$ cat src/hdl/acd_pkg.sv
// Purpose: shared constants and types for the converter calibration and DMA block
// Assumes: core clock of 20 MHz, special-function register port of the core
// Notes:   offsets, field positions, reset values and cycle counts live here
package acd_pkg;
    // special-function register addresses
    localparam logic [7:0] CAL_ADDR   = 8'hF5;
    localparam logic [7:0] CTL2_ADDR  = 8'hD8;
    localparam logic [7:0] PTRL_ADDR  = 8'hD2;
    localparam logic [7:0] PTRM_ADDR  = 8'hD3;
    localparam logic [7:0] PTRP_ADDR  = 8'hD4;
    // values after reset
    localparam logic [7:0]  CAL_RESET  = 8'h00;
    localparam logic [7:0]  CTL2_RESET = 8'h00;
    localparam logic [23:0] PTR_RESET  = 24'h000000;
    // calibration register fields
    localparam int BUSY_BIT  = 7;
    localparam int RSV_HI    = 6;
    localparam int AVG_HI    = 5;
    localparam int AVG_LO    = 4;
    localparam int RSV_LO    = 3;
    localparam int CAL_ONE   = 2;
    localparam int TYPE_BIT  = 1;
    localparam int START_BIT = 0;
    // second control register fields
    localparam int DMA_BIT   = 6;
    localparam int CS_MSB    = 3;
    localparam int CS_LSB    = 0;
    // conversion time: longest time, so rounded down
    localparam int CLK_KHZ      = 20000;
    localparam int CONV_TIME_NS = 2380;
    localparam int CONV_CYCLES  = (CONV_TIME_NS * CLK_KHZ) / 1000000;
    localparam logic [5:0] CONV_LAST = 6'(CONV_CYCLES - 1);
    // one converted sample with its channel
    typedef struct packed {
        logic [3:0]  chan;
        logic [11:0] data;
    } acd_sample_t;
    // external bus sequencer, gray along XB_IDLE, XB_ADDR, XB_STRB, XB_RECV and back; XB_RECV to XB_ADDR flips two bits
    typedef enum logic [1:0] {
        XB_IDLE = 2'b00,
        XB_ADDR = 2'b01,
        XB_STRB = 2'b11,
        XB_RECV = 2'b10
    } acd_xbus_t;
    typedef enum logic {
        EN_IDLE = 1'b0,
        EN_CONV = 1'b1
    } acd_eng_t;
endpackage

$ cat src/hdl/acd_top.sv
// Purpose: calibration control, busy status and DMA result streaming to external SRAM
// Assumes: single clock, synchronous inputs, sample_i valid at end of conversion
// Notes:   sample FIFO decouples the converter from the external bus sequencer
`timescale 1ns/1ps

module acd_fifo #(
    parameter int WIDTH = 16,
    parameter int DEPTH = 8
) (
    // clock and reset
    input  wire logic             clk_i,
    input  wire logic             rst_n_i,
    // filling side
    input  wire logic             in_valid_i,
    output logic                  in_ready_o,
    input  wire logic [WIDTH-1:0] in_data_i,
    // draining side
    output logic                  out_valid_o,
    input  wire logic             out_ready_i,
    output logic [WIDTH-1:0]      out_data_o
);
    localparam int AW = $clog2(DEPTH);
    if (DEPTH < 2 || (DEPTH & (DEPTH - 1)) != 0) begin : g_chk
        $error("fifo depth must be a power of two of at least 2");
    end
    logic [WIDTH-1:0] mem [DEPTH];
    logic [AW:0]      wr_ptr;
    logic [AW:0]      rd_ptr;
    logic             push;
    logic             pop;

    // full when pointers differ only in the wrap bit
    assign in_ready_o  = (wr_ptr ^ rd_ptr) != {1'b1, {AW{1'b0}}};
    assign out_valid_o = wr_ptr != rd_ptr;
    assign out_data_o  = mem[rd_ptr[AW-1:0]];
    assign push        = in_valid_i && in_ready_o;
    assign pop         = out_valid_o && out_ready_i;

    // storage has no reset, only pointers do
    always_ff @(posedge clk_i) begin
        if (push) begin
            mem[wr_ptr[AW-1:0]] <= in_data_i;
        end
    end

    // pointer update
    always_ff @(posedge clk_i or negedge rst_n_i) begin
        if (!rst_n_i) begin
            wr_ptr <= '0;
            rd_ptr <= '0;
        end else begin
            if (push) begin
                wr_ptr <= wr_ptr + 1'b1;
            end
            if (pop) begin
                rd_ptr <= rd_ptr + 1'b1;
            end
        end
    end
endmodule

module acd_top
    import acd_pkg::*;
#(
    parameter int FIFO_DEPTH = 8
) (
    // clock and reset
    input  wire logic        clk_i,
    input  wire logic        rst_n_i,
    // special-function register port
    input  wire logic [7:0]  sfr_addr_i,
    input  wire logic        sfr_wr_i,
    input  wire logic [7:0]  sfr_wdata_i,
    output logic [7:0]       sfr_rdata_o,
    // converter core
    input  wire logic        start_conv_i,
    input  wire logic [11:0] sample_i,
    output logic             busy_o,
    output logic [3:0]       chan_sel_o,
    output logic [11:0]      result_o,
    output logic             result_valid_o,
    output logic [17:0]      cal_sum_o,
    output logic             cal_sum_valid_o,
    output logic             cal_gain_o,
    // external data memory pins
    output logic [7:0]       p0_o,
    output logic             p0_oe_o,
    output logic [7:0]       p2_o,
    output logic             ale_o,
    output logic             wr_n_o
);
    if (FIFO_DEPTH < 2) begin : g_chk
        $error("fifo depth too small");
    end

    // readings per calibration from the averaging code
    function automatic logic [5:0] avg_count(input logic [1:0] code);
        case (code)
            2'b00:   avg_count = 6'h0F;
            2'b01:   avg_count = 6'h01;
            2'b10:   avg_count = 6'h1F;
            default: avg_count = 6'h3F;
        endcase
    endfunction

    logic [7:0]  cal_reg;
    logic [7:0]  ctl2;
    logic [23:0] dma_ptr;
    acd_eng_t    eng;
    logic        cal_active;
    logic [5:0]  cyc;
    logic [5:0]  reads_left;
    logic [17:0] sum;
    logic        cal_done;
    logic        push;
    acd_sample_t push_word;
    logic        f_in_ready;
    logic        f_out_valid;
    logic        f_out_ready;
    acd_sample_t f_out;
    acd_xbus_t   xb;
    acd_sample_t xword;
    logic        xbyte;
    logic        wr_cal;
    logic        dma_en;

    assign wr_cal = sfr_wr_i && (sfr_addr_i == CAL_ADDR);
    assign dma_en = ctl2[DMA_BIT];

    // calibration register; a software write beats the hardware clear
    always_ff @(posedge clk_i or negedge rst_n_i) begin
        if (!rst_n_i) begin
            cal_reg <= CAL_RESET;
        end else if (wr_cal) begin
            cal_reg <= sfr_wdata_i;
            cal_reg[BUSY_BIT] <= 1'b0;
            cal_reg[RSV_HI] <= 1'b0;
            cal_reg[RSV_LO] <= 1'b0;
        end else if (cal_done) begin
            cal_reg[START_BIT] <= 1'b0;
        end
    end

    // second control register, channel select and dma enable
    always_ff @(posedge clk_i or negedge rst_n_i) begin
        if (!rst_n_i) begin
            ctl2       <= CTL2_RESET;
            chan_sel_o <= 4'h0;
        end else begin
            if (sfr_wr_i && sfr_addr_i == CTL2_ADDR) begin
                ctl2 <= sfr_wdata_i;
            end
            chan_sel_o <= ctl2[CS_MSB:CS_LSB];
        end
    end

    // read data registered, one cycle after the address
    always_ff @(posedge clk_i or negedge rst_n_i) begin
        if (!rst_n_i) begin
            sfr_rdata_o <= 8'h00;
        end else if (sfr_addr_i == CAL_ADDR) begin
            sfr_rdata_o <= {busy_o, cal_reg[6:0]};
        end else if (sfr_addr_i == CTL2_ADDR) begin
            sfr_rdata_o <= ctl2;
        end else if (sfr_addr_i == PTRL_ADDR) begin
            sfr_rdata_o <= dma_ptr[7:0];
        end else if (sfr_addr_i == PTRM_ADDR) begin
            sfr_rdata_o <= dma_ptr[15:8];
        end else if (sfr_addr_i == PTRP_ADDR) begin
            sfr_rdata_o <= dma_ptr[23:16];
        end else begin
            sfr_rdata_o <= 8'h00;
        end
    end

    assign cal_done = (eng == EN_CONV) && cal_active && cyc == 6'h00 && reads_left == 6'h01;

    // conversion engine; a start while dma is full waits so no sample is lost
    always_ff @(posedge clk_i or negedge rst_n_i) begin
        if (!rst_n_i) begin
            eng             <= EN_IDLE;
            busy_o          <= 1'b0;
            cal_active      <= 1'b0;
            cyc             <= 6'h00;
            reads_left      <= 6'h00;
            sum             <= 18'h00000;
            result_o        <= 12'h000;
            result_valid_o  <= 1'b0;
            cal_sum_o       <= 18'h00000;
            cal_sum_valid_o <= 1'b0;
            cal_gain_o      <= 1'b0;
        end else begin
            result_valid_o  <= 1'b0;
            cal_sum_valid_o <= 1'b0;
            case (eng)
                EN_IDLE: begin
                    if (cal_reg[START_BIT] && !wr_cal) begin
                        eng        <= EN_CONV;
                        busy_o     <= 1'b1;
                        cal_active <= 1'b1;
                        cyc        <= CONV_LAST;
                        reads_left <= avg_count(cal_reg[AVG_HI:AVG_LO]);
                        sum        <= 18'h00000;
                    end else if (start_conv_i && (!dma_en || f_in_ready)) begin
                        eng        <= EN_CONV;
                        busy_o     <= 1'b1;
                        cal_active <= 1'b0;
                        cyc        <= CONV_LAST;
                    end
                end
                default: begin
                    if (cyc != 6'h00) begin
                        cyc <= cyc - 6'h01;
                    end else if (!cal_active) begin
                        eng            <= EN_IDLE;
                        busy_o         <= 1'b0;
                        result_o       <= sample_i;
                        result_valid_o <= 1'b1;
                    end else if (reads_left == 6'h01) begin
                        eng             <= EN_IDLE;
                        busy_o          <= 1'b0;
                        cal_active      <= 1'b0;
                        cal_sum_o       <= sum + 18'(sample_i);
                        cal_sum_valid_o <= 1'b1;
                        cal_gain_o      <= cal_reg[TYPE_BIT];
                    end else begin
                        sum        <= sum + 18'(sample_i);
                        reads_left <= reads_left - 6'h01;
                        cyc        <= CONV_LAST;
                    end
                end
            endcase
        end
    end

    // every plain conversion goes to the fifo when dma is on
    assign push = (eng == EN_CONV) && !cal_active && cyc == 6'h00 && dma_en;
    assign push_word = '{chan: ctl2[CS_MSB:CS_LSB], data: sample_i};
    assign f_out_ready = (xb == XB_IDLE);

    acd_fifo #(
        .WIDTH ($bits(acd_sample_t)),
        .DEPTH (FIFO_DEPTH)
    ) u_fifo (
        .clk_i       (clk_i),
        .rst_n_i     (rst_n_i),
        .in_valid_i  (push),
        .in_ready_o  (f_in_ready),
        .in_data_i   (push_word),
        .out_valid_o (f_out_valid),
        .out_ready_i (f_out_ready),
        .out_data_o  (f_out)
    );

    // dma pointer: software loads bytes, the sequencer steps it per byte
    always_ff @(posedge clk_i or negedge rst_n_i) begin
        if (!rst_n_i) begin
            dma_ptr <= PTR_RESET;
        end else if (xb == XB_RECV) begin
            dma_ptr <= dma_ptr + 24'h000001;
        end else if (sfr_wr_i && sfr_addr_i == PTRL_ADDR) begin
            dma_ptr[7:0] <= sfr_wdata_i;
        end else if (sfr_wr_i && sfr_addr_i == PTRM_ADDR) begin
            dma_ptr[15:8] <= sfr_wdata_i;
        end else if (sfr_wr_i && sfr_addr_i == PTRP_ADDR) begin
            dma_ptr[23:16] <= sfr_wdata_i;
        end
    end

    // byte sequencer: channel and high nibble first, then the low byte
    always_ff @(posedge clk_i or negedge rst_n_i) begin
        if (!rst_n_i) begin
            xb      <= XB_IDLE;
            xword   <= '0;
            xbyte   <= 1'b0;
            p0_o    <= 8'h00;
            p0_oe_o <= 1'b0;
            p2_o    <= 8'h00;
            ale_o   <= 1'b0;
            wr_n_o  <= 1'b1;
        end else begin
            case (xb)
                XB_IDLE: begin
                    p0_oe_o <= 1'b0;
                    if (f_out_valid) begin
                        xword   <= f_out;
                        xbyte   <= 1'b0;
                        xb      <= XB_ADDR;
                        p0_o    <= dma_ptr[7:0];
                        p2_o    <= dma_ptr[23:16];
                        p0_oe_o <= 1'b1;
                        ale_o   <= 1'b1;
                    end
                end
                XB_ADDR: begin
                    xb     <= XB_STRB;
                    ale_o  <= 1'b0;
                    p2_o   <= dma_ptr[15:8];
                    p0_o   <= xbyte ? xword.data[7:0] : {xword.chan, xword.data[11:8]};
                    wr_n_o <= 1'b0;
                end
                XB_STRB: begin
                    xb     <= XB_RECV;
                    wr_n_o <= 1'b1;
                end
                default: begin
                    if (!xbyte) begin
                        xbyte <= 1'b1;
                        xb    <= XB_ADDR;
                        p0_o  <= dma_ptr[7:0] + 8'h01;
                        p2_o  <= 8'((dma_ptr + 24'h000001) >> 16);
                        ale_o <= 1'b1;
                    end else begin
                        xb      <= XB_IDLE;
                        p0_oe_o <= 1'b0;
                    end
                end
            endcase
        end
    end

    // helper: readings taken in the current calibration
    logic [5:0] reads_taken;
    always_ff @(posedge clk_i or negedge rst_n_i) begin
        if (!rst_n_i) begin
            reads_taken <= 6'h00;
        end else if (eng == EN_IDLE) begin
            reads_taken <= 6'h00;
        end else if (cal_active && cyc == 6'h00) begin
            reads_taken <= reads_taken + 6'h01;
        end
    end

    a_busy_tracks: assert property (@(posedge clk_i) disable iff (!rst_n_i)
        sfr_addr_i == CAL_ADDR |=> sfr_rdata_o[BUSY_BIT] == $past(busy_o))
        else $error("busy does not show in status read");
    a_busy_drop: assert property (@(posedge clk_i) disable iff (!rst_n_i)
        (result_valid_o || cal_sum_valid_o) |-> !busy_o && $past(busy_o))
        else $error("busy not cleared at end");
    a_conv_length: assert property (@(posedge clk_i) disable iff (!rst_n_i)
        result_valid_o |-> $past(busy_o, CONV_CYCLES) && !$past(busy_o, CONV_CYCLES + 1))
        else $error("conversion length wrong");
    a_avg_reads: assert property (@(posedge clk_i) disable iff (!rst_n_i)
        cal_done |-> reads_taken + 6'h01 == avg_count(cal_reg[AVG_HI:AVG_LO]))
        else $error("wrong number of readings");
    a_start_clear: assert property (@(posedge clk_i) disable iff (!rst_n_i)
        cal_done && !wr_cal |=> !cal_reg[START_BIT]) else $error("start bit not cleared");
    a_cal_type: assert property (@(posedge clk_i) disable iff (!rst_n_i)
        cal_done |=> cal_gain_o == $past(cal_reg[TYPE_BIT])) else $error("type mismatch");
    a_dma_push: assert property (@(posedge clk_i) disable iff (!rst_n_i)
        push |=> f_out_valid || xb == XB_ADDR) else $error("dma sample lost");
    a_ale_page: assert property (@(posedge clk_i) disable iff (!rst_n_i)
        ale_o |-> p0_oe_o && p0_o == dma_ptr[7:0] && p2_o == dma_ptr[23:16])
        else $error("latch strobe without address");
    a_mid_byte: assert property (@(posedge clk_i) disable iff (!rst_n_i)
        !wr_n_o |-> p2_o == dma_ptr[15:8] && p0_oe_o ##1 wr_n_o)
        else $error("middle address byte missing");
endmodule

$ cat config.mk
export PLATFORM = sky130hd
export DESIGN_NAME = acd_top
export DESIGN_NICKNAME = d
export VERILOG_FILES = /design/src/hdl/acd_pkg.sv /design/src/hdl/acd_top.sv
export SDC_FILE = /design/constraint.sdc
export NUM_CORES = 1
export LEC_CHECK = 0
export BUFFER_PORTS_ARGS = -buffer_cell sky130_fd_sc_hd__buf_2
export CAP_MARGIN = 25
export CORE_MARGIN = 2
export CORE_UTILIZATION = 36
export CTS_BUF_LIST = sky130_fd_sc_hd__clkbuf_4
export DETAILED_ROUTE_END_ITERATION = 7
export PLACE_DENSITY = 0.6
export SLEW_MARGIN = 5
export SYNTH_ARGS = -nofsm -noshare
export SYNTH_HDL_FRONTEND = slang
export SYNTH_SLANG_ARGS = --single-unit
$ cat constraint.sdc
create_clock -name clk_i -period 7.8 [get_ports clk_i]
set_input_delay 2.34 -clock clk_i [delete_from_list [all_inputs] [get_ports clk_i]]
set_output_delay 2.34 -clock clk_i [all_outputs]
set_load 0.02 [all_outputs]
* Word-level counts from Yosys, hierarchy flattened
Memory sizes are Yosys's and may differ from the RTL's. A register that Yosys moved wholly into a read port is not among the register bits.
Index checks and enable logic that the tools add are counted.
** Cells by class
- Add/subtract/negate cells :: 7
- Equality and inequality tests :: 23
- Muxes and demuxes :: 74
- Bitwise gates (word level) :: 5
- Reduce and logical (&&, ||, !) cells :: 45
** Operators by type and width (count)
- 8-bit 2-to-1 mux :: 14
- 18-bit 2-to-1 mux :: 5
- 6-bit 2-to-1 mux :: 11
- 8-bit case mux with 3 select lines :: 2
- 8-bit equality test, second input constant :: 5
- 1-bit 2-to-1 mux :: 33
- 24-bit by 1-bit adder with 24-bit output, second input constant :: 1
- 24-bit 2-to-1 mux :: 1
- 18-bit by 12-bit adder with 18-bit output :: 1
- 6-bit case mux with 3 select lines :: 1
- 16-bit 2-to-1 mux :: 1
- 1-bit logical AND :: 15
- 3-bit AND reduction :: 5
- 2-bit nonzero test :: 7
- 6-bit by 1-bit subtractor with 6-bit output, second input constant :: 2
- 2-bit AND reduction :: 5
- 4-bit by 1-bit adder with 4-bit output, second input constant :: 2
- 8-bit by 1-bit adder with 8-bit output, second input constant :: 1
- 2-bit != test, second input constant :: 4
- 4-bit AND reduction :: 2
- 2-bit equality test, second input constant :: 3
- 6-bit by 1-bit equality test with 1-bit output, second input constant :: 1
- 6-bit logical NOT :: 1
- 3-bit by 1-bit != test with 1-bit output, second input constant :: 2
- 17 further kinds :: 29
** Storage, ports and cells
- Register bits after elaboration :: 145
- Memory bits (writable) :: 128
- Input port bits :: 32
- Output and inout bits :: 65
- Logic and storage cells :: 183
- Memories :: 1
** Memories
- u_fifo.mem :: words 8, bits a word 16, read ports 1, clocked after Yosys merged registers in 1, wr ports 1, line acd_top.sv:26 : logic [WIDTH-1:0] mem [DEPTH];

* Logic depth before layout (Yosys ltp)
Gate-level depths: netlist of the first run.
- Word-level depth :: 7
- Mapped depth :: 10
- Depth with buffers taken out :: 9

* By module
Synthesis of the first run repeated with hierarchy kept, for this count alone.
** Second synthesis, totals
- Cells, all modules :: 1046
- Area, all modules :: 13314.0 µm²
** By module, submodules not included
- acd_top :: times used 1, cells each 803, area each 7793.7 µm², seq. area each 3829.9 µm²
- acd_fifo :: times used 1, cells each 243, area each 5520.3 µm², seq. area each 4043.9 µm²

* Worst setup path before layout of the first run
No wires, ideal clock.
- Path kind :: in2reg
- Start :: input port sample_i[0]
- End :: register sum[12]
- Setup time :: 0.083 ns
- Arrival :: 4.030 ns
- Required time :: 7.717 ns
- Setup slack :: 3.688 ns
- Cell stages on the path :: 10
- Path buffers :: 1
- Path through :: ha_1 > inv_1 > fa_1 > nand2b_1 > a21oi_1 > o21ai_1 > and3_1 > buf_1 > or3_1 > o21ai_0
** On the way
- Word-level cells in the longest chain between the ends :: 5
** RTL lines
- start: declaration :: line acd_top.sv:77 : input wire logic [11:0] sample_i,
- 18-bit by 12-bit adder with 18-bit output :: line acd_top.sv:227 : sum <= sum + 18'(sample_i);
- 18-bit 2-to-1 mux :: line acd_top.sv:219 : end else if (reads_left == 6'h01) begin
- 18-bit 2-to-1 mux :: line acd_top.sv:214 : end else if (!cal_active) begin
- 18-bit 2-to-1 mux :: line acd_top.sv:212 : if (cyc != 6'h00) begin
- 18-bit 2-to-1 mux :: line acd_top.sv:195 : case (eng)
- end signal: assignment :: line acd_top.sv:227
- end: declaration :: line acd_top.sv:113 : logic [17:0] sum;
Every way passes these cells. The select of a mux whose other input is x is not followed.
A chain may end at the register's enable or synchronous reset.

* Worst setup path after layout of the first run
Same ends and word-level chain as after synthesis.

==> impl_results.md, run 1 <==
- Total number of vias: 9011
- Post-synth top flop: dfrtp_1
- Post-DP HPWL: 20600 µm
- Leading area contributor after synthesis: dfrtp_1
- Wl on met1: roughly 14000 µm
- Share of the synthesized area in compound gates (AO/OA/AOI/OAI): 0.113
- Layout Utilization: 0.424
- Worst-path clk slew: 0.07 ns
- Drt total wl: 31600 µm
- Longest Clk Path Bufs: 3
- Max IR drop VDD: 0.150 mV
- Starting density of the core: 0.362
- Top cell type's share of synthesized area: 0.304
- Nets: 1233
- H-tree Lvls: 3
- Core footprint: 36300 µm²
- Synth Area in Adders: 0.0196
- P&R area growth vs syn: 17.1%
- Largest net degree at the start of global routing: a little under 80
- Total negative slack: 0 ns
- All-Layer GR Usage: 0.170
- # port buffers: 96
- Routed wire per std cell: 18.4 µm
- Number of flops mapped to enable cells by yosys: 128
- Vias in the first global route: 9065
- Metal3 WL: 1880 µm
- Overall power: 5.06 mW
- PD cells: about 330 nW/µm²
- Synthesized Nets: between 1000 and 1500
- Worst slew margin: 0.444
- DRC violation total after the first TritonRoute iteration: 779
- Avg Inst Size Synth: 12.7 µm²
- RSZ-0062 raised after global routing: no
- Synthesis warning total: 0
- Seq cells post-synth: 289
- Setup Crit Path Kind: in2reg
- Crit start category: input port
- Worst Clk Skew: 0.0789 ns
- FMAX: around 0.26 GHz
- Layout cells sized above 1: 0.288
- Die area: around 38000 µm²
- DRT Pass-1 Iters: 6
- Die Width: 195 µm
- Synth top area cells: dfrtp_1 30%, edfxtp_1 29%, mux4_2 5.5%, o21ai_0 3.0%, nand2_1 2.9%
- Max-Cap Viols: 0
- First-pass GRT wire length: 50800 µm
- Setup Viol. Count Final: 0
- # DRC: 0
- Mapped cell area: between 10000 and 15000 µm²
- Clk sinks: around 290
- DP Cell Count: 1562
- Post-CTS sizing: 0
- Fin. Hold Viols: 0
- Antenna-violating nets left: 0
- Initial antenna violation count: 1
- Clk root buf: clkbuf_4
- Combinational family with the most area after synthesis: compound AO/OA/AOI/OAI gates
- Element type at the critical path end: flip-flop
- Post-synth ARST share: 0.557
- TritonCTS clock tree: built
- Multi-input gate area: 5000 µm²
- Seq/Total Area, Yosys: 0.598
- Hold crit path type: reg2reg
- Routed wl met2: 14700 µm
- Post-CTS Hold Buffers: 0
- Clock period minus worst slack: between 3 and 4 ns
- Required @ worst endpoint: 8.46 ns
- Slew Viols, Final: 0
- I/O Pins: 97
- Library cells used by synthesis: 81
- Flip-flop count of the largest register after layout: around 130
- Worst r2r path cells: 8
- Post-CTS repair timing setup buffer count: 0
- Period utilization: 0.488
- Fillers: about 3400
- Row cnt: 70
- Mux contribution to synthesized area: 0.108
- Count leader, synth: dfrtp_1
- Cell count after synthesis: around 1000
- Via density per instance: 5.25
- Post-synthesis xor/xnor area fraction: 0.0219
- Finished Layout Cells: 1718
- GPL Wtd Cong: 0.845
- Slew at the pin closest to its max-slew limit: ~0.83 ns
- Commonest cells post-synth: 160 x dfrtp_1, 128 x edfxtp_1, 102 x nand2_1
- CTS Buf Count: 80
- Aggregate global routing overflow: 0
- Top Layer Used: met4
- Status: finished clean
- Critical Path Fanout Max: 10
- Register area: 7880 µm²
- Crit path DAT: 4.46 ns
- Leak: 6.31 nW
- Hold depth: 1
- Clock latency on the worst-skew pair: roughly 0.76 ns
- Die H: around 200 µm
- Post-Synth Simple-Gate Area: 0.112
per-layer routing:
layer / vias up / GRT usage
met3: 49 / 0.0397
met2: 282 / 0.267
li1: 4214 / -
met4: 0 / 0.0582
met1: 4466 / 0.232
met5: - / 0
metrics by stage:
stage	hold slack, ns	cell area (µm²)	setup slack (ns)
finish	0.470	15400	3.99
global route	0.478	15400	3.84
CTS	0.471	15300	3.98
detailed placement	0.460	14200	3.28
global placement	0.452	14200	3.27
floorplan	0.435	13200	3.69
worst paths after layout:
path	startpoint	endpoint	slack, ns
worst max-delay path	sample_i[0]	sum[12]$_DFFE_PN0P_	3.99
worst min-delay path	cyc[0]$_DFFE_PN0P_	cyc[0]$_DFFE_PN0P_	0.47
worst max register to register	cyc[0]$_DFFE_PN0P_	u_fifo.mem[7][4]$_DFFE_PP_	4.10
worst min register to register	cyc[0]$_DFFE_PN0P_	cyc[0]$_DFFE_PN0P_	0.47
max in group asynchronous	rst_n_i	sum[6]$_DFFE_PN0P_	4.98
min in group asynchronous	rst_n_i	p2_o[6]$_DFFE_PN0P_	1.64
cells in the final DEF (no fill, tap or decap), types with 9 or more instances in the layout:
| cell | count |
|---|---|
| and3_1 | 12 |
| nor2_1 | 41 |
| nand2_1 | 102 |
| clkinv_1 | 13 |
| buf_2 | 95 |
| inv_1 | 27 |
| xor2_1 | 17 |
| ha_1 | 19 |
| a211oi_1 | 15 |
| clkbuf_4 | 125 |
| o21ai_0 | 78 |
| nand3_1 | 41 |
| nor2b_1 | 9 |
| mux2i_1 | 33 |
| nor3_1 | 19 |
| buf_4 | 15 |
| a21o_1 | 9 |
| a31oi_1 | 10 |
| edfxtp_1 | 128 |
| a21oi_1 | 50 |
| a22oi_1 | 10 |
| dfrtp_1 | 159 |
| xnor2_1 | 16 |
| mux2_2 | 24 |
| mux4_2 | 32 |
| nand2b_1 | 9 |
critical path, cell delays in order:
cell and delay, ns:
buf_2 0.19, ha_1 0.24, inv_1 0.07, fa_1 0.39, nand2b_1 0.18, a21oi_1 0.23
o21ai_1 0.17, and3_1 0.25, or3_1 0.32, o21ai_0 0.07
where the power goes:
group	internal [mW]	total, mW	switching (mW)
registers	1.82	2.04	0.222
logic	0.645	1.53	0.887
clock network	0.834	1.49	0.653
kinds of logic after synthesis:
family	after synthesis
compound gates	232
mux	96
flops	289
buf+inv	85
xor+xnor	33
simple gates	283
fa+ha+maj	20
final cells by class:
| cell class | instances | share of cell area |
|---|---|---|
| Clock buffer | 125 | 0.0608 |
| Inverter | 28 | 0.00681 |
| Multi-Input combinational cell | 664 | 0.324 |
| Sequential cell | 289 | 0.510 |
| Tap cell | 468 | 0.0380 |
| Clock inverter | 25 | 0.0125 |
| Antenna cell | 1 | 0.000162 |
| Timing Repair Buffer | 118 | 0.0473 |
Power figures use the tool's default switching activity.
==> inputs of run 2 (changes only) <==
--- a/config.mk
+++ b/config.mk
@@ -5,6 +5,7 @@
 export SDC_FILE = /design/constraint.sdc
 export NUM_CORES = 1
 export LEC_CHECK = 0
+export ABC_AREA = 1
 export BUFFER_PORTS_ARGS = -buffer_cell sky130_fd_sc_hd__buf_2
 export CAP_MARGIN = 25
 export CORE_MARGIN = 2
==> constraint.sdc (replaced) <==
create_clock -name clk_i -period 3.9 [get_ports clk_i]
set_input_delay 1.17 -clock clk_i [delete_from_list [all_inputs] [get_ports clk_i]]
set_output_delay 1.17 -clock clk_i [all_outputs]
set_load 0.02 [all_outputs]
==> run 2 against run 1 <==
  * Clock power rose by 93%
  * Non-clock buffer count did not move
  * Sequential power rose by 110%
  * Global-route usage rose by 2.5 points
  * Cell count rose by 25%
==> impl_results.md, run 2 <==
- Status: finished clean (unchanged)
- Avg Inst Size Synth: 9.11 µm² (was 12.7 µm²)
- Clk root buf: clkbuf_4 (unchanged)
- Seq cells post-synth: 289 (unchanged)
- Clk sinks: 289 (unchanged)
- Mapped cell area: 13400 µm² (was 13200 µm²)
- Clock latency on the worst-skew pair: 0.72 ns (was 0.76 ns)
- Worst path most repeated cell: nor2_4
- RSZ-0062 raised after global routing: no (unchanged)
- Critical Path Fanout Max: 12 (was 10)
- Starting density of the core: 0.366 (was 0.362)
- Slew Viols, Final: 0 (unchanged)
- Leading area contributor after synthesis: dfrtp_1 (unchanged)
- CTS Buf Count: 78 (was 80)
- Worst Clk Skew: 0.0392 ns (was 0.0789 ns)
- Number of flops mapped to enable cells by yosys: 128 (unchanged)
- Crit path DAT: 3.09 ns (was 4.46 ns)
- Aggregate global routing overflow: 0 (unchanged)
- Die area: 38900 µm² (was 38100 µm²)
- Largest net degree at the start of global routing: 66 (was 79)
- Flip-flop count of the largest register after layout: 128 (unchanged)
- Commonest cells post-synth: 417 x nand2_1, 185 x nor2_1, 160 x dfrtp_1 (was 160 x dfrtp_1, 128 x edfxtp_1, 102 x nand2_1)
- DRC violation total after the first TritonRoute iteration: 700 (was 779)
- CP peak stage delay: 0.57 ns (was 0.39 ns)
- CP max stage cell: nor2_1 (was fa_1)
- Post-CTS repair timing setup buffer count: 0 (unchanged)
- Via density per instance: 5.09 (was 5.25)
- Worst slew margin: 0.523 (was 0.444)
- All-Layer GR Usage: 0.195 (was 0.170)
- FMAX: about 0.37 GHz
- Post-DP HPWL: 24600 µm (was 20600 µm)
- Required @ worst endpoint: 4.30 ns (was 8.46 ns)
- P&R area growth vs syn: 15.7% (was 17.1%)
- Total number of vias: 11000 (was 9011)
- Row cnt: 70 (unchanged)
- Core footprint: 36700 µm² (was 36300 µm²)
- Critical Path Start: cyc[0]$_DFFE_PN0P_ (was sample_i[0])
- H-tree Lvls: 3 (unchanged)
- Setup Viol. Count Final: 0 (unchanged)
- CP Cell Sequence: inv_1 -> ha_1 -> nand4_4 -> nor2_4 -> inv_2 -> nor2_4 -> nand3_2 -> clkinv_2 -> nand2_1 -> nor2_1 -> buf_12 (was buf_2 -> ha_1 -> inv_1 -> fa_1 -> nand2b_1 -> a21oi_1 -> o21ai_1 -> and3_1 -> or3_1 -> o21ai_0)
- Synthesized Nets: 1527 (was 1090)
- Antenna-violating nets left: 0 (unchanged)
- Hold crit path type: in2async (was reg2reg)
- Crit start category: flip-flop (was input port)
- Clock period minus worst slack: 2.69 ns
- Setup Crit Path Kind: reg2reg (was in2reg)
- # port buffers: 96 (unchanged)
- Drt total wl: 37200 µm (was 31600 µm)
- Element type at the critical path end: flip-flop (unchanged)
- Synth top area cells: dfrtp_1 30%, edfxtp_1 29%, nand2_1 12%, nor2_1 5.2%, o21ai_0 5.1% (was dfrtp_1 30%, edfxtp_1 29%, mux4_2 5.5%, o21ai_0 3.0%, nand2_1 2.9%)
- Post-CTS sizing: 0 (unchanged)
- Layout cells sized above 1: 0.165 (was 0.288)
- Count leader, synth: nand2_1 (was dfrtp_1)
- Routed wire per std cell: 17.2 µm (was 18.4 µm)
- Slew at the pin closest to its max-slew limit: 0.713 ns (was 0.834 ns)
- Worst-path clk slew: 0.07 ns (about the same)
- Die Width: 197 µm (was 195 µm)
- R2R Path Start: cyc[0]$_DFFE_PN0P_ (unchanged)
- Seq/Total Area, Yosys: 0.586 (was 0.598)
- Synthesis warning total: 0 (unchanged)
- Initial antenna violation count: 1 (unchanged)
- Top cell type's share of synthesized area: 0.298 (was 0.304)
- Nets: 1677 (was 1233)
- Vias in the first global route: 11000 (was 9065)
- Post-synth ARST share: 0.557 (unchanged)
- Overall power: 10.4 mW (was 5.06 mW)
- PD cells: 667 nW/µm² (was 328 nW/µm²)
- # DRC: 0 (unchanged)
- Leak: 6.83 nW (was 6.31 nW)
- Die H: 197 µm (was 195 µm)
- Most common cell after layout, fill and taps aside: nand2_1 (was dfrtp_1)
- First-pass GRT wire length: 59100 µm (was 50800 µm)
- Library cells used by synthesis: 47 (was 81)
- Most frequent cells in the layout: 417 x nand2_1, 185 x nor2_1, 160 x dfrtp_1 (was 159 x dfrtp_1, 128 x edfxtp_1, 125 x clkbuf_4)
- Post-CTS Hold Buffers: 0 (unchanged)
- Longest Clk Path Bufs: 3 (unchanged)
- Max-Cap Viols: 0 (unchanged)
- TritonCTS clock tree: built (unchanged)
- DRT Pass-1 Iters: 5 (was 6)
- Period utilization: 0.690
- GPL Wtd Cong: 0.893 (was 0.845)
- Fin. Hold Viols: 0 (unchanged)
- Total negative slack: 0 ns (unchanged)
- Post-synth top flop: dfrtp_1 (unchanged)
- Max IR drop VDD: 0.339 mV (was 0.150 mV)
- Cell count after synthesis: 1475 (was 1038)
- I/O Pins: 97 (unchanged)
[run 2: cell count changes in the layout (fill, tap and decap cells not counted), moves of 15 or more]
cell	before	now
nand3_1	41	68
mux2i_1	33	0
o22ai_1	3	42
nand2_1	102	417
mux4_2	32	0
o211ai_1	7	25
a21oi_1	50	34
o21ai_0	78	136
nor2_1	41	185
inv_1	27	102
a211oi_1	15	0
mux2_2	24	0
[run 2: cell families (layout without fill, tap and decap cells)]
group	after synthesis	count (layout)	synth area share
simple gates	713	713	0.218
buf+inv	164	376	0.0507
compound gates	268	268	0.113
xor+xnor	21	21	0.0137
fa+ha+maj	20	20	0.0192
other cells	0	1	0
flops	289	289	0.586
[run 2: power by group]
group | internal [mW] | total, mW | leakage [nW] | switching, mW
Sequential | 3.69 | 4.19 | 3.12 | 0.495
Clock | 1.60 | 2.87 | 0.634 | 1.27
Combinational | 1.07 | 3.32 | 3.08 | 2.25
[run 2: path summary, 6_finish.rpt]
check / slack [ns] / cells after the start / to
worst max-delay path: 1.21 / 11 / u_fifo.mem[3][15]$_DFFE_PP_
worst min-delay path: 0.46 / 1 / ale_o$_DFFE_PN0P_
min in group clk_i: 0.47 / 2 / cyc[0]$_DFFE_PN0P_
max in group asynchronous: 2.60 / 2 / sum[1]$_DFFE_PN0P_
worst min register to register: 0.47 / 2 / cyc[0]$_DFFE_PN0P_
worst max register to register: 1.21 / 11 / u_fifo.mem[3][15]$_DFFE_PP_
[run 2: through the flow]
stage / cell area, µm² / hold slack (ns) / utilization / setup slack, ns / cells
after floorplan: 13400 / 0.442 / - / 1.17 / 1475
after global placement: 14500 / 0.454 / 0.394 / 0.661 / 2012
after detailed placement: 14500 / 0.457 / 0.395 / 0.647 / 2013
after CTS: 15500 / 0.410 / 0.424 / 1.20 / 2155
after global routing: 15600 / 0.438 / 0.424 / 1.03 / 2156
final: 15600 / 0.457 / 0.424 / 1.21 / 2156
[run 2: final cells by class]
type / count / area (µm²)
clock buffers: 120 / 901
diodes: 1 / 2.50
flip-flops and latches: 289 / 7870
inverters: 116 / 442
repair buffers: 118 / 697
clock inverters: 22 / 165
multi-input cells: 1022 / 4890
well taps: 468 / 586
fillers: 3696 / 21100
[run 2: layer usage]
| metal | routed length [µm] | vias to the layer above | part of all wire | global-route usage |
|---|---|---|---|---|
| met5 | 0 | - | 0 | 0 |
| met4 | 899 | 0 | 0.024 | 0.0718 |
| met3 | 2150 | 71 | 0.058 | 0.0423 |
| met2 | 17900 | 322 | 0.48 | 0.325 |
| met1 | 16200 | 5272 | 0.44 | 0.248 |
| li1 | - | 5314 | - | - |
[run 2: critical path, delay by kind of cell, from the launching register on]
| family | cells | cell delay, ns |
|---|---|---|
| adder cells (fa/ha/maj) | 1 | 0.20 |
| buffers and inverters | 4 | 0.55 |
| flip-flops | 1 | 0.37 |
| AND/OR/NAND/NOR | 6 | 1.26 |
==> inputs of run 3 (changes only) <==
--- a/config.mk
+++ b/config.mk
@@ -5,7 +5,7 @@
 export SDC_FILE = /design/constraint.sdc
 export NUM_CORES = 1
 export LEC_CHECK = 0
-export ABC_AREA = 1
+export ABC_AREA = 0
 export BUFFER_PORTS_ARGS = -buffer_cell sky130_fd_sc_hd__buf_2
 export CAP_MARGIN = 25
 export CORE_MARGIN = 2
==> constraint.sdc (replaced) <==
create_clock -name clk_i -period 2.5 [get_ports clk_i]
set_input_delay 0.75 -clock clk_i [delete_from_list [all_inputs] [get_ports clk_i]]
set_output_delay 0.75 -clock clk_i [all_outputs]
set_load 0.02 [all_outputs]
==> run 3 against run 2 <==
  * Flip-flop and latch count unchanged
  * First-iteration DRC count decreased by 4.9%
  * Die area decreased by 2.0%
  * Clock skew increased by 0.015 ns
  * Final area increased by 3.0%
  * Cell count decreased by 17%
  * Sequential power increased by 50%
  * Clock power increased by 54%
  * Total power increased by 53%
  * Non-clock buffer count increased by 78
  * Fmax increased by 16%
  * Critical endpoint is now u_fifo.mem[3][5]$_DFFE_PP_
==> impl_results.md, run 3 (synthesis results as in run 1) <==
- Row cnt: 70 (unchanged)
- Layout cells sized above 1: 0.329 (was 0.165)
- Slew Viols, Final: 0 (unchanged)
- Die Width: 195 µm (was 197 µm)
- Worst path most repeated cell: nor3b_2 (was nor2_4)
- Hold wc startpoint: sfr_wdata_i[3]
- Worst slack, placed: -0.235 ns (was 0.647 ns)
- DRC violation total after the first TritonRoute iteration: 666 (was 700)
- Hold crit path type: in2reg (was in2async)
- Core footprint: 36300 µm² (was 36700 µm²)
- GPL Wtd Cong: 0.886 (was 0.893)
- Reg-to-reg endpoint: u_fifo.mem[3][5]$_DFFE_PP_ (was u_fifo.mem[3][15]$_DFFE_PP_)
- All-Layer GR Usage: 0.177 (was 0.195)
- Leak: 6.68 nW (was 6.83 nW)
- Antenna-violating nets left: 0 (unchanged)
- Reg2reg setup slack: 0.17 ns (was 1.21 ns)
- R2R Path Start: cyc[0]$_DFFE_PN0P_ (unchanged)
- Post-CTS Hold Buffers: 1 (was 0)
- Starting density of the core: 0.362 (was 0.366)
- Slew at the pin closest to its max-slew limit: 0.713 ns (about the same)
- Clock latency on the worst-skew pair: 0.73 ns (was 0.72 ns)
- Post-CTS repair timing setup buffer count: 0 (unchanged)
- H-tree Lvls: 3 (unchanged)
- Layout Utilization: 0.441 (was 0.424)
- CP max stage cell: dfrtp_1 (was nor2_1)
- First-pass GRT wire length: 53100 µm (was 59100 µm)
- Flip-flop count of the largest register after layout: 128 (unchanged)
- Via density per instance: 5.16 (was 5.09)
- Worst Clk Skew: 0.0539 ns (was 0.0392 ns)
- CP Cell Sequence: inv_1 -> ha_1 -> nor2b_1 -> nand4b_2 -> nor3b_2 -> nand2_1 -> nor3b_2 -> buf_4 (was inv_1 -> ha_1 -> nand4_4 -> nor2_4 -> inv_2 -> nor2_4 -> nand3_2 -> clkinv_2 -> nand2_1 -> nor2_1 -> buf_12)
- P&R area growth vs syn: 21.6% (was 15.7%)
- Fin. Hold Viols: 0 (unchanged)
- Longest Clk Path Bufs: 3 (unchanged)
- Largest net degree at the start of global routing: 42 (was 66)
- DRT Pass-1 Iters: 5 (unchanged)
- Hold depth: 3
- Setup slack after layout: 0.171 ns (was 1.21 ns)
- Required @ worst endpoint: 2.90 ns (was 4.30 ns)
- Nets: 1310 (was 1677)
- FMAX: 0.429 GHz (was 0.371 GHz)
- Most frequent cells in the layout: 159 x dfrtp_1, 130 x clkbuf_4, 128 x edfxtp_1 (was 417 x nand2_1, 185 x nor2_1, 160 x dfrtp_1)
- Worst r2r path cells: 8 (was 11)
- Clk root buf: clkbuf_4 (unchanged)
- Aggregate global routing overflow: 0 (unchanged)
- Critical Path Fanout Max: 6 (was 12)
- PD cells: 991 nW/µm² (was 667 nW/µm²)
- Die H: 195 µm (was 197 µm)
- Drt total wl: 32800 µm (was 37200 µm)
- Element type at the critical path end: flip-flop (unchanged)
- Worst-path clk slew: 0.07 ns (about the same)
- Most common cell after layout, fill and taps aside: dfrtp_1 (was nand2_1)
- # DRC: 0 (unchanged)
- Max IR drop VDD: 0.437 mV (was 0.339 mV)
- Post-DP HPWL: 22700 µm (was 24600 µm)
- I/O Pins: 97 (unchanged)
- Hold EP: dma_ptr[11]$_DFFE_PN0P_
- Setup Crit Path Kind: reg2reg (unchanged)
- Clock period minus worst slack: 2.33 ns (was 2.69 ns)
- Worst slew margin: 0.524 (was 0.523)
- Initial antenna violation count: 2 (was 1)
- Total number of vias: 9263 (was 11000)
- Period utilization: 0.932 (was 0.690)
- Setup Viol. Count Final: 0 (unchanged)
- Routed wire per std cell: 18.2 µm (was 17.2 µm)
- TritonCTS clock tree: built (unchanged)
- Crit path DAT: 2.73 ns (was 3.09 ns)
- Max-Cap Viols: 0 (unchanged)
- Clk sinks: 289 (unchanged)
- Post-CTS sizing: 0 (unchanged)
- Crit start category: flip-flop (unchanged)
- # port buffers: 96 (unchanged)
- CP peak stage delay: 0.37 ns (was 0.57 ns)
- CTS Buf Count: 79 (was 78)
- RSZ-0062 raised after global routing: no (unchanged)
- Vias in the first global route: 9620 (was 11000)
- Status: finished clean (unchanged)
- Die area: 38100 µm² (was 38900 µm²)
[run 3: changes by cell type in the layout (fill, tap and decap cells not counted), sizes merged, moves of 20 or more]
cell,previous run,this run
nand2,421,103
nor2,194,44
inv,114,29
buf,118,195
o21ai,141,86
o22ai,42,3
mux2i,0,33
mux4,0,32
mux2,0,31
nand3,69,41
a211oi,0,20
[run 3: through the flow]
step | area [µm²] | instances | setup TNS, ns | total power [mW] | hold WS [ns]
6_report | 16000 | 1795 | 0 | 15.9 | 0.367
5_1_grt | 16000 | 1795 | 0 | 17.0 | 0.287
4_1_cts | 16000 | 1790 | 0 | 16.1 | 0.303
3_5_place_dp | 14900 | 1644 | -2.99 | 11.6 | 0.462
3_3_place_gp | 14900 | 1644 | -2.01 | 11.5 | 0.455
2_1_floorplan | 13200 | 1038 | -14.21 | 9.81 | 0.435
[run 3: final cells by class]
| cell class | count | area [µm²] |
|---|---|---|
| Timing Repair Buffer | 196 | 1370 |
| Multi-Input combinational cell | 664 | 5010 |
| Clock buffer | 130 | 976 |
| Sequential cell | 289 | 7880 |
| Tap cell | 468 | 586 |
| Clock inverter | 15 | 83.8 |
| Inverter | 28 | 105 |
| Antenna cell | 5 | 12.5 |
| Fill cell | 3339 | 20300 |
[run 3: worst max path at each step]
stage / startpoint / end / slack [ns] / depth (start not counted)
after floorplan: cyc[0]$_DFFE_PN0P_ / u_fifo.mem[1][0]$_DFFE_PP_ / -0.23 / 7
after global placement: sample_i[0] / sum[12]$_DFFE_PN0P_ / -0.19 / 10
after detailed placement: sample_i[1] / sum[13]$_DFFE_PN0P_ / -0.24 / 8
after CTS: cyc[0]$_DFFE_PN0P_ / u_fifo.mem[3][5]$_DFFE_PP_ / 0.13 / 8
after global routing: cyc[0]$_DFFE_PN0P_ / u_fifo.mem[6][3]$_DFFE_PP_ / 0.01 / 8
final: cyc[0]$_DFFE_PN0P_ / u_fifo.mem[3][5]$_DFFE_PP_ / 0.17 / 8
[run 3: critical path: cells and delay by family (launching register included)]
family,cells,cell delay [ns]
simple gates,5,1.13
flops,1,0.37
buf+inv,2,0.35
fa+ha+maj,1,0.17
[run 3: report_power, final]
part / switching (mW) / internal, mW
Sequential: 0.610 / 5.68
Combinational: 2.92 / 2.23
Clock: 1.99 / 2.44
[run 3: layer usage]
layer / vias up / wire length (µm) / track usage
met5: - / 0 / 0
met4: 0 / 567 / 0.0574
met3: 59 / 1970 / 0.0397
met2: 300 / 15700 / 0.287
met1: 4519 / 14600 / 0.238
li1: 4385 / - / -
